[src/logic/rtsq_pkg.sv]
package rtsq_pkg;

   // ==========================================================
   // Register map (index; byte address is four times the index)
   // ==========================================================
   localparam logic [7:0] CTL_ONE_IDX  = 8'h36;
   localparam logic [7:0] CTL_TWO_IDX  = 8'h37;
   localparam logic [7:0] STATUS_IDX   = 8'h50;
   localparam logic [7:0] CTL_ONE_RST  = 8'h00;
   localparam logic [7:0] CTL_TWO_RST  = 8'h00;
   localparam int         ADDR_W       = 10;

   // ==========================================================
   // Field positions, control one
   // ==========================================================
   localparam int GO_BIT          = 7;
   localparam int HALT_BIT        = 6;
   localparam int LP_MODE_BIT     = 5;
   localparam int FROM_IDLE_HI    = 4;
   localparam int FROM_IDLE_LO    = 3;
   localparam int EOA_TARGET_BIT  = 2;
   localparam int FROM_LP_BIT     = 1;
   localparam int FROM_TX_BIT     = 0;

   // ==========================================================
   // Field positions, control two
   // ==========================================================
   localparam int FROM_RX_HI      = 7;
   localparam int FROM_RX_LO      = 5;
   localparam int DEADLINE_HI     = 4;
   localparam int DEADLINE_LO     = 3;
   localparam int FROM_PKT_HI     = 2;
   localparam int FROM_PKT_LO     = 0;

   // ==========================================================
   // Sequencer states and chip mode requests
   // ==========================================================
   typedef enum logic [2:0] {
      ST_IDLE,
      ST_LOWPWR,
      ST_RX,
      ST_TX,
      ST_PKT_RCVD,
      ST_RX_RESTART,
      ST_WAIT_QUEUE,
      ST_SYNTH
   } rtsq_state_e;

   typedef enum logic [2:0] {
      MODE_NONE,
      MODE_STANDBY,
      MODE_SLEEP,
      MODE_SYNTH_ONLY,
      MODE_RX,
      MODE_TX
   } rtsq_mode_e;

endpackage : rtsq_pkg

[src/logic/rtsq_top.sv]
// Added by the designer: register access over Avalon-MM.
module rtsq_top
   import rtsq_pkg::*;
(
   input  wire logic                 ref_clk,
   input  wire logic                 rst,
   input  wire logic [ADDR_W-1:0]    avs_address,
   input  wire logic                 avs_read,
   input  wire logic                 avs_write,
   input  wire logic [31:0]          avs_writedata,
   input  wire logic [3:0]           avs_byteenable,
   output logic [31:0]               avs_readdata,
   output logic                      avs_waitrequest,
   input  wire logic                 chip_in_sleep_or_stby,
   input  wire logic                 crc_enabled,
   input  wire logic                 freq_changed,
   input  wire logic                 wake_timer_event,
   input  wire logic                 rx_window_timer_event,
   input  wire logic                 payload_ready_event,
   input  wire logic                 check_pass_event,
   input  wire logic                 frame_sent_event,
   input  wire logic                 sync_match_event,
   input  wire logic                 preamble_seen_event,
   input  wire logic                 signal_level_event,
   input  wire logic                 rx_deadline_event,
   input  wire logic                 queue_empty_flag,
   input  wire logic                 synth_ready_event,
   output rtsq_state_e               seq_state,
   output rtsq_mode_e                chip_mode_req,
   output logic                      rx_restart_pulse
);
   import rtsq_pkg::*;

   // ==========================================================
   // Bus slave
   // ==========================================================
   // One wait cycle per access: the first edge latches read data and
   // drops waitrequest, the next edge completes the transfer.
   logic                wait_r;
   logic [31:0]         rdata_r;
   logic [7:0]          ctl1_r;
   logic [7:0]          ctl2_r;
   rtsq_state_e         state_r;
   rtsq_state_e         state_nxt;
   rtsq_mode_e          mode_r;
   rtsq_mode_e          mode_nxt;
   logic                restart_r;

   wire        req       = avs_read | avs_write;
   wire        addr_ok   = (avs_address[1:0] == 2'h0);
   wire [7:0]  idx       = avs_address[ADDR_W-1:2];
   wire        sel1      = addr_ok && (idx == CTL_ONE_IDX);
   wire        sel2      = addr_ok && (idx == CTL_TWO_IDX);
   wire        sels      = addr_ok && (idx == STATUS_IDX);
   wire        wr_done   = avs_write && !wait_r && avs_byteenable[0];
   wire        wr1       = wr_done && sel1;
   wire        wr2       = wr_done && sel2;
   wire        go_cmd    = wr1 && avs_writedata[GO_BIT];
   wire        halt_cmd  = wr1 && avs_writedata[HALT_BIT];
   // Settings written together with go must steer that very start, so the
   // decode sees the incoming byte in the write cycle
   wire [7:0]  ctl1_eff  = wr1 ? {2'h0, avs_writedata[LP_MODE_BIT:0]} : ctl1_r;

   // Trigger bits are never stored, so they read as zero
   wire [7:0]  ctl1_rd   = {2'h0, ctl1_r[LP_MODE_BIT:0]};
   wire [7:0]  stat_rd   = {2'h0, mode_r, state_r};
   wire [7:0]  rd_byte   = sel1 ? ctl1_rd :
                           sel2 ? ctl2_r :
                           sels ? stat_rd : 8'h00;

   always_ff @(posedge ref_clk) begin
      if (rst) begin
         wait_r  <= 1'b1;
         rdata_r <= 32'h0;
      end else begin
         wait_r  <= !(req && wait_r);
         rdata_r <= {24'h0, rd_byte};
      end
   end

   always_ff @(posedge ref_clk) begin
      if (rst) begin
         ctl1_r <= CTL_ONE_RST;
         ctl2_r <= CTL_TWO_RST;
      end else begin
         ctl1_r <= ctl1_eff;
         if (wr2) begin
            ctl2_r <= avs_writedata[7:0];
         end
      end
   end

   assign avs_waitrequest = wait_r;
   assign avs_readdata    = rdata_r;

   // ==========================================================
   // Field decode
   // ==========================================================
   wire        lp_sleep   = ctl1_eff[LP_MODE_BIT];
   wire [1:0]  from_idle  = ctl1_eff[FROM_IDLE_HI:FROM_IDLE_LO];
   wire        from_lp    = ctl1_eff[FROM_LP_BIT];
   wire        from_tx    = ctl1_eff[FROM_TX_BIT];
   wire [2:0]  from_rx    = ctl2_r[FROM_RX_HI:FROM_RX_LO];
   wire [1:0]  on_dead    = ctl2_r[DEADLINE_HI:DEADLINE_LO];
   wire [2:0]  from_pkt   = ctl2_r[FROM_PKT_HI:FROM_PKT_LO];

   // Resting state after any action
   wire rtsq_state_e rest_st = ctl1_eff[EOA_TARGET_BIT] ? ST_IDLE : ST_LOWPWR;

   // Deadline mapping, shared with payload ready under code 011
   rtsq_state_e dead_st;
   always_comb begin
      unique case (on_dead)
         2'h0:    dead_st = ST_RX_RESTART;
         2'h1:    dead_st = ST_TX;
         2'h2:    dead_st = rest_st;
         default: dead_st = ST_IDLE;
      endcase
   end

   // Code-selected exit from Receive; stays put when nothing fires
   rtsq_state_e rx_code_st;
   always_comb begin
      rx_code_st = ST_RX;
      unique case (from_rx)
         3'h1: if (payload_ready_event) rx_code_st = ST_PKT_RCVD;
         3'h2: if (payload_ready_event) rx_code_st = rest_st;
         3'h3: begin
            if (check_pass_event) begin
               rx_code_st = ST_PKT_RCVD;
            end else if (payload_ready_event) begin
               rx_code_st = crc_enabled ? dead_st : ST_PKT_RCVD;
            end
         end
         3'h4: if (signal_level_event)  rx_code_st = ST_IDLE;
         3'h5: if (sync_match_event)    rx_code_st = ST_IDLE;
         3'h6: if (preamble_seen_event) rx_code_st = ST_IDLE;
         default: rx_code_st = ST_RX;
      endcase
   end

   // Exit from packet-received
   rtsq_state_e pkt_st;
   always_comb begin
      pkt_st = ST_PKT_RCVD;
      unique case (from_pkt)
         3'h0: pkt_st = ST_IDLE;
         3'h1: if (queue_empty_flag) pkt_st = ST_TX;
         3'h2: if (queue_empty_flag) pkt_st = rest_st;
         3'h3: pkt_st = freq_changed ? ST_SYNTH : ST_RX;
         3'h4: pkt_st = ST_RX;
         // Codes above 100 have no exit and park until halted
         default: pkt_st = ST_PKT_RCVD;
      endcase
   end

   // Start transition target
   rtsq_state_e idle_st;
   always_comb begin
      unique case (from_idle)
         2'h0:    idle_st = rest_st;
         2'h1:    idle_st = ST_RX;
         2'h2:    idle_st = ST_TX;
         default: idle_st = ST_WAIT_QUEUE;
      endcase
   end

   // ==========================================================
   // State machine
   // ==========================================================
   // All events are taken as one-cycle pulses on ref_clk
   always_comb begin
      state_nxt = state_r;
      unique case (state_r)
         ST_IDLE: begin
            if (go_cmd && chip_in_sleep_or_stby) begin
               state_nxt = idle_st;
            end
         end
         ST_LOWPWR: begin
            if (wake_timer_event) begin
               state_nxt = from_lp ? ST_TX : ST_RX;
            end
         end
         ST_TX: begin
            if (frame_sent_event) begin
               state_nxt = from_tx ? rest_st : ST_RX;
            end
         end
         ST_RX: begin
            if (rx_window_timer_event) begin
               state_nxt = rest_st;
            end else if (rx_deadline_event) begin
               state_nxt = dead_st;
            end else begin
               state_nxt = rx_code_st;
            end
         end
         ST_PKT_RCVD:   state_nxt = pkt_st;
         // Restart lasts one cycle, then reception starts afresh
         ST_RX_RESTART: state_nxt = ST_RX;
         // Transmit starts once the queue holds at least one byte
         ST_WAIT_QUEUE: if (!queue_empty_flag) state_nxt = ST_TX;
         ST_SYNTH:      if (synth_ready_event) state_nxt = ST_RX;
      endcase
      if (halt_cmd) begin
         state_nxt = ST_IDLE;
      end
   end

   // Chip mode wanted in each state; Idle leaves the mode to software
   always_comb begin
      unique case (state_nxt)
         ST_LOWPWR:     mode_nxt = lp_sleep ? MODE_SLEEP : MODE_STANDBY;
         ST_RX:         mode_nxt = MODE_RX;
         ST_RX_RESTART: mode_nxt = MODE_RX;
         ST_PKT_RCVD:   mode_nxt = MODE_STANDBY;
         ST_TX:         mode_nxt = MODE_TX;
         ST_WAIT_QUEUE: mode_nxt = MODE_STANDBY;
         ST_SYNTH:      mode_nxt = MODE_SYNTH_ONLY;
         default:       mode_nxt = MODE_NONE;
      endcase
   end

   always_ff @(posedge ref_clk) begin
      if (rst) begin
         state_r   <= ST_IDLE;
         mode_r    <= MODE_NONE;
         restart_r <= 1'b0;
      end else begin
         state_r   <= state_nxt;
         mode_r    <= mode_nxt;
         restart_r <= (state_nxt == ST_RX_RESTART);
      end
   end

   assign seq_state        = state_r;
   assign chip_mode_req    = mode_r;
   assign rx_restart_pulse = restart_r;

endmodule : rtsq_top

[config.mk]
export PLATFORM = sky130hd
export DESIGN_NAME = rtsq_top
export DESIGN_NICKNAME = d
export VERILOG_FILES = /design/src/logic/rtsq_pkg.sv /design/src/logic/rtsq_top.sv
export SDC_FILE = /design/constraint.sdc
export NUM_CORES = 1
export LEC_CHECK = 0
export BUFFER_PORTS_ARGS = -buffer_cell sky130_fd_sc_hd__buf_4
export CORE_MARGIN = 4
export CORE_UTILIZATION = 44
export CTS_BUF_LIST = sky130_fd_sc_hd__clkbuf_2 sky130_fd_sc_hd__clkbuf_4 sky130_fd_sc_hd__clkbuf_8
export CTS_CLUSTER_DIAMETER = 30
export DETAILED_ROUTE_END_ITERATION = 12
export HOLD_SLACK_MARGIN = 0.06
export PLACE_DENSITY = 0.85
export SYNTH_ARGS = -nofsm -noshare
export SYNTH_HDL_FRONTEND = slang
export SYNTH_SLANG_ARGS = --single-unit
[constraint.sdc]
create_clock -name ref_clk -period 5.4 [get_ports ref_clk]
set_input_delay 1.08 -clock ref_clk [delete_from_list [all_inputs] [get_ports ref_clk]]
set_output_delay 1.08 -clock ref_clk [all_outputs]
set_load 0.01 [all_outputs]
==> run summary, run 1 <==
In this run, synthesis produced a sequential element count of 30. Clock tree synthesis found a total of 30 sinks. The initial utilization of the core area, before any placement, comes to 46.9%. Across every metal layer, demand over resource in global routing totals 17.1%.

The floorplan step defined a die boundary enclosing 5500 um^2. Entering global routing, the biggest net connects 25 pins. The standby leakage power was 0.993 nW. For the total internal power, the log shows 482 uW. The run finished with clean final reports. Dividing the detail-routed via count by the number of cells gives 5.23.

STA classifies the critical path endpoint as a register. The initial antenna violation count is 0. Dividing the final minimum period by the clock period gives 54.2%. Max-slew violation total from the final report: 0. The run gives 0.429 ns as the worst hold margin. The number of warnings printed during yosys synthesis is 0, and the area added between synthesis and finish is 19.7%.

After clock tree synthesis, the clock-pin slew on the worst setup and hold paths is 0.06 ns. For this run, the number of standard cells in the final layout without fillers is 318. By area the synthesized netlist is led by dfxtp_1 (31%), buf_4 (9.7%), mux2i_1 (6.7%).

Summing over every cut layer, the via total after detailed routing is 1663. The kind of critical path is primary input to register. Including well taps, the total number of placed cells is 311. The total CTS buffers was 5; the number of hold-slack violations in the final timing report was 0.

The element type at the critical path start is a primary input. Final critical path time including I/O delays and setup: 2.92 ns. The proportion of netlist area held by the largest area contributor works out to 31.1%.

Across the run, the number of max-cap violations was 0. The run gives 0 as the number of setup buffers added after CTS. For the part of the power in combinational logic, the log shows 40.3%.

The portion of total power attributed to sequential cells was 36.9%. The core occupancy in the finished layout is 56.1%, and the count of endpoints failing setup in the final report is 0. After filler insertion, the fill cell instance count of the layout stands at 378.

Netlist area before placement: 1930 um^2. The path depth of the worst reg2reg path was 7. In this run switching power makes up 37.0% of total power.

The run gives 5.57 ns as the critical path required time. Setup repair after global routing left no endpoint under its margin. Input and output buffers added on the ports amount to 52.

Gates resized during post-CTS repair numbered 0. The most used flip-flop cell after synthesis is dfxtp_1. Routability-driven placement finished with a final weighted congestion of 0.851. After legalization and detailed placement, the total HPWL measured 3.49 mm. The final antenna diode count is 0. The logs give 31.1% for the part of the Yosys area used for sequential elements and 0 for the number of remaining DRC errors. Dividing total power by cell area gives a power density of 331 nW/um^2. The tools report the maximum frequency from static timing analysis as 0.342 GHz.

The first detailed-routing pass ran for 4 iterations. The power dissipated by switching net loads came out at 283 uW. The run gives 1555 as the via count of the first global-routing pass. Summed over all failing endpoints, the final setup total negative slack is 0 ns.

The instance count along the most critical hold path is 1. The maximum fanout along the worst path works out to 13. The die span in y works out to 74.2 um. Synthesis produced a netlist whose cell count is 221.

The final routed wire length divided by cell count came out at 14.4 um. In this run the remaining antenna-violating nets after routing total 0. Counting flops with a built-in enable in the synthesized netlist gives 0. After floorplanning, the core was sized to cover 4120 um^2. The count of cell types in the netlist was 57; the async set-or-reset flop fraction in the synthesized netlist was 0%. The routed design has 4.59 mm of wire.

The logs give 104 for the total I/O pin count and 171 uV for the worst ir drop on vdd. The clock insertion delay at the later pin of the skew report is 0.27 ns, and the wire length of the first global-routing pass is 7.37 mm. The clock share of power is 22.7%. The total overflow left after global routing is 0. The horizontal die dimension is 74.2 um. Buffer type at the clock tree root: clkbuf_8. The clock tree synthesis step divided the H-tree into 2 levels.

The relative slew slack is 62.5%. For the pin with the worst max-slew slack, the measured transition is 0.560 ns. The tightest min-delay check is of the register to register type. At the end of the flow, the number of nets in the layout was 332. The run gives 3.10 ns as the data arrival time of the critical path.

TritonCTS built the clock tree. In this run the core area contains 23 standard-cell rows. The largest area contributor in the netlist was dfxtp_1. The number of hold-repair buffers added at the cts stage was 0; the average cell area after synthesis was 8.72 um^2. Counting along the longest clock path gives a buffer depth of 2.

In this run, the number of DRC markers left after iteration 0 of detailed routing was 109. In the final layout, the share of cells above drive strength 1 is 31.7%. The setup skew after layout was 0.00373 ns.
==> metal layers <==
layer | part of all wire (%) | vias up | GRT usage (%)
li1 | - | 832 | -
met1 | 43 | 759 | 23.3
met2 | 47 | 68 | 26.9
met3 | 9.0 | 4 | 5.14
met4 | 0.68 | 0 | 3.82
met5 | 0 | - | 0
==> cell usage in the layout, fill, tap and decap left out, types with 2 or more instances in the layout <==
cell type and n:
nand2b_1 5, conb_1 24, dfxtp_1 30, o21a_1 2, o211ai_1 3, a22oi_1 6, nor2b_1 3, inv_1 6
nand4_1 2, nor4b_1 2, nor2_1 29, a31o_2 2, o21ai_0 6, clkbuf_8 5, mux2i_1 13, nor3b_1 4
and3_2 2, and3b_1 2, buf_4 52, a21oi_1 7, nand3b_1 2, and2_1 2, mux2_2 9, nor3_1 6
and4b_1 2, nand2_1 9, nand3_1 3, clkbuf_4 2
==> through the flow <==
stage	setup slack, ns	total power [mW]	cell area (um^2)
2_1_floorplan	2.76	0.511	2010
3_3_place_gp	2.20	0.581	2220
3_5_place_dp	2.16	0.588	2220
4_1_cts	2.45	0.762	2310
5_1_grt	2.29	0.815	2310
6_report	2.48	0.765	2310
==> state kept, by name, indices dropped and copies added (netlist names) <==
| name | cells |
|---|---|
| avs_waitrequest | 1 |
| rx_restart_pulse | 1 |
| ctl2_r | 8 |
| ctl1_r | 6 |
| avs_readdata | 8 |
| seq_state | 3 |
| chip_mode_req | 3 |
==> final timing paths <==
| kind | endpoint | slack, ns | start |
|---|---|---|---|
| setup / recovery | chip_mode_req[2]$_SDFF_PP0_ | 2.48 | avs_address[1] |
| hold / removal | avs_waitrequest$_SDFF_PP1_ | 0.43 | avs_waitrequest$_SDFF_PP1_ |
| setup reg to reg | chip_mode_req[2]$_SDFF_PP0_ | 3.12 | seq_state[1]$_SDFF_PP0_ |
| hold reg to reg | avs_waitrequest$_SDFF_PP1_ | 0.43 | avs_waitrequest$_SDFF_PP1_ |
==> critical path, stage by stage <==
cell     delay, ns
buf_4         0.12
nor4b_4       0.31
nand4_2       0.41
mux2_2        0.43
o21ai_1       0.18
a31oi_2       0.16
and2_4        0.20
a31o_1        0.20
==> power by group through the flow <==
stage               Sequential [mW]  Combinational (mW)  Clock (mW)
CTS                           0.280               0.307       0.175
floorplan                     0.264               0.247           0
detailed placement            0.285               0.304           0
global placement              0.286               0.295           0
global route                  0.284               0.345       0.186
finish                        0.282               0.308       0.174
==> Yosys cell counts, drive strengths merged, types with 3 or more instances <==
cell type	count
buf	30
dfxtp	30
nor2	30
mux2i	13
mux2	9
nand2	9
o21ai	8
a21oi	7
a22oi	6
inv	6
nand2b	6
nor3	6
clkbuf	5
nor3b	5
a31o	3
and2	3
and3	3
and4b	3
nand3	3
nand4	3
nor2b	3
nor4b	3
o211ai	3
==> kinds of logic after synthesis <==
kind of cell / synth area share (%)
AO/OA/AOI/OAI: 15.7
buffers and inverters: 13.8
other: 0.194
multiplexers: 12.0
AND/OR/NAND/NOR: 27.1
flip-flops: 31.1
==> final cells by class <==
type | instances | area, um^2 | share of cell area [%]
multi-input cells | 173 | 1150 | 49.7
flip-flops and latches | 30 | 601 | 26.0
repair buffers | 52 | 390 | 16.9
clock buffers | 7 | 83.8 | 3.63
well taps | 50 | 62.6 | 2.71
inverters | 6 | 22.5 | 0.976
Note: power is estimated with default switching activity, not from simulation.
==> run 2, diff against run 1 <==
Clock period 5.4 ns to 2.82 ns, I/O delays scaled along.
==> run summary, run 2 (synthesized netlist as in run 1, its figures left out) <==
For the number of remaining DRC errors, the log shows 0. The final critical path time including I/O delays and setup was 2.29 ns; the floorplan core area was 4120 um^2. The tools report the max-slew violation total from the final report as 0. The worst setup path is captured at a register. The detailed router placed 1695 vias in this run.

The logs give 0.437 GHz for the maximum frequency from static timing analysis and 0.883 for the final weighted congestion in routability-driven placement. In the layout the commonest cells are buf_4 (54), dfxtp_1 (30), nor2_1 (29), conb_1 (24), mux2i_1 (13). The final antenna diode count is 0.

In this run the most critical hold path is launched from avs_waitrequest$_SDFF_PP1_. Path depth of the worst reg2reg path: 7. The initial antenna violation count was 0. Port buffering added 52 buffers. For this design, the sink count on the clock tree is 30. Buffer type at the clock tree root: clkbuf_8.

For the worst-skew pair, the clock arrives at the later sink with an insertion delay of 0.29 ns. The instance count along the most critical hold path works out to 1. Element type at the critical path start: a register. After clock tree synthesis, the flow added hold-fix buffers numbering 0.

The length of the first detailed-routing pass in iterations is 4, and the standby leakage power is 1.02 nW. Among all stages on the critical path, the largest delay is contributed by dfxtp_1. The relative slew slack is 64.4%.

The count of nets left with antenna violations once routing finished came out at 0. The final routed wire length divided by cell count is 14.7 um. Kind of critical path: register to register. The library cell used most frequently in the layout, excluding fill and tap cells, is buf_4. The run gives 0 as the number of hold-slack violations in the final timing report. The initial DRC count was 97; the sum of routed wire length over all layers was 4.70 mm.

The worst ir drop on vdd is 447 uV, and the clock-pin slew reported for the worst setup and hold paths after clock tree synthesis is 0.06 ns. Walking the worst path, the cells encountered are nor4b_1 -> and4b_1 -> or4_1 -> o221ai_1 -> a31oi_2 -> and2_4 -> a31o_1. For the starting density of the core, the log shows 46.9%. In this run the post-CTS setup repair buffer count came out at 0. The overall fraction of global-route tracks in use is 18.0%. For the total CTS buffers, the log shows 5. For met2 alone, demand over resource in global routing was 27.3%. For the pin with the worst max-slew slack, the measured transition is 0.531 ns.

Tracing the worst setup path back leads to its startpoint at seq_state[1]$_SDFF_PP0_. The reg-to-reg critical path endpoint was chip_mode_req[2]$_SDFF_PP0_. The share of post-route cells with drive strength above 1 was 32.5%. Data arrives at the worst endpoint at 2.47 ns. The largest buffer count on any clock path is 2.

The tools report the critical path required time as 3.00 ns. The share of the clock period used by the worst path was 81.1%; the worst hold margin was 0.429 ns. The logs give 0 for the count of endpoints failing setup in the final report and 7.47 mm for the wire length of the first global-routing pass.

The floorplan step defined a die boundary enclosing 5500 um^2. The met1 usage was 23.0%; the setup skew after layout was 0.00512 ns. Cells fill 57.0% of the core in the end. The total power per unit cell area was 660 nW/um^2; the via count of the first global-routing pass was 1567. The post-detailed-placement half-perimeter wirelength came out at 3.54 mm. TritonCTS built the clock tree. Setup slack of the worst register-to-register path: 0.53 ns. Setup repair after global routing left no endpoint under its margin. The net count of the finished layout is 334. The run finished with clean final reports. The startpoint of the most critical register-to-register path is seq_state[1]$_SDFF_PP0_. In this run the most used layer during global routing was met2.

The average vias per placed instance came out at 5.28. The type of the most critical hold path is register to register. The peak per-stage delay on the critical path came out at 0.62 ns. Broken down by cell family, the worst path's largest delay share belongs to simple AND/OR/NAND/NOR gates.

The path with the worst hold slack has its endpoint at avs_waitrequest$_SDFF_PP1_. For this run, global-route usage on met3 was measured as 6.35%. Of all nets on the critical path, the largest fanout is 11.

The combined buffer and inverter count along the critical path came out at 0. The count of filler cells inserted in the layout is 372. The logs give 2 for the H-tree level count and 0 for the post-cts resize count. The die is 74.2 um wide. The die span in y was 74.2 um; the total congestion overflow was 0. The tools report the maximum number of pins on one net before global-route repair as 25.

Across the run, the number of max-cap violations was 0. Relative to the synthesized area, the layout overhead comes to 21.7%. The floorplan has 23 rows. 104 I/O pins were placed. In the final timing run, aggregate negative setup slack is 0 ns.
[run 2: changes by cell type in the layout (fill, tap and decap cells not counted), sizes merged]
cell    before  now
buf         52   54
bufinv       0    1
clkbuf       7    5
clkinv       0    2
[run 2: power by group]
part / switching [mW] / internal, mW / total [mW] / leakage, nW
Sequential: 0.0830 / 0.461 / 0.544 / 0.243
Combinational: 0.309 / 0.273 / 0.581 / 0.715
Clock: 0.165 / 0.260 / 0.424 / 0.0579
Total: 0.556 / 0.993 / 1.55 / 1.02
[run 2: cell type report]
| class | count | area (um^2) | area share (%) |
|---|---|---|---|
| clock buffers | 5 | 68.8 | 2.93 |
| clock inverters | 3 | 40.0 | 1.71 |
| inverters | 6 | 22.5 | 0.959 |
| multi-input cells | 173 | 1150 | 48.9 |
| flip-flops and latches | 30 | 601 | 25.6 |
| well taps | 50 | 62.6 | 2.67 |
| repair buffers | 54 | 405 | 17.3 |
[run 2: through the flow]
| stage | total power, mW | cells | setup slack, ns | cell area [um^2] |
|---|---|---|---|---|
| final | 1.55 | 321 | 0.532 | 2350 |
| after floorplan | 0.979 | 244 | 0.699 | 2010 |
| after global placement | 1.11 | 313 | 0.355 | 2240 |
| after CTS | 1.55 | 321 | 0.554 | 2350 |
| after detailed placement | 1.12 | 313 | 0.317 | 2240 |
| after global routing | 1.65 | 321 | 0.392 | 2350 |
[run 2: worst max-delay path by stage]
stage          depth (start not counted)                           to  slack [ns]
2_1_floorplan                          8  chip_mode_req[2]$_SDFF_PP0_        0.70
3_3_place_gp                           9  chip_mode_req[2]$_SDFF_PP0_        0.36
3_5_place_dp                           9  chip_mode_req[2]$_SDFF_PP0_        0.32
4_1_cts                                7  chip_mode_req[2]$_SDFF_PP0_        0.55
5_1_grt                                7  chip_mode_req[2]$_SDFF_PP0_        0.39
6_report                               7  chip_mode_req[2]$_SDFF_PP0_        0.53
[run 2: routing by layer]
| layer | up-vias | wire length [um] |
|---|---|---|
| met4 | 0 | 153 |
| met3 | 13 | 366 |
| met5 | - | 0 |
| met2 | 76 | 2130 |
| li1 | 842 | - |
| met1 | 764 | 2060 |
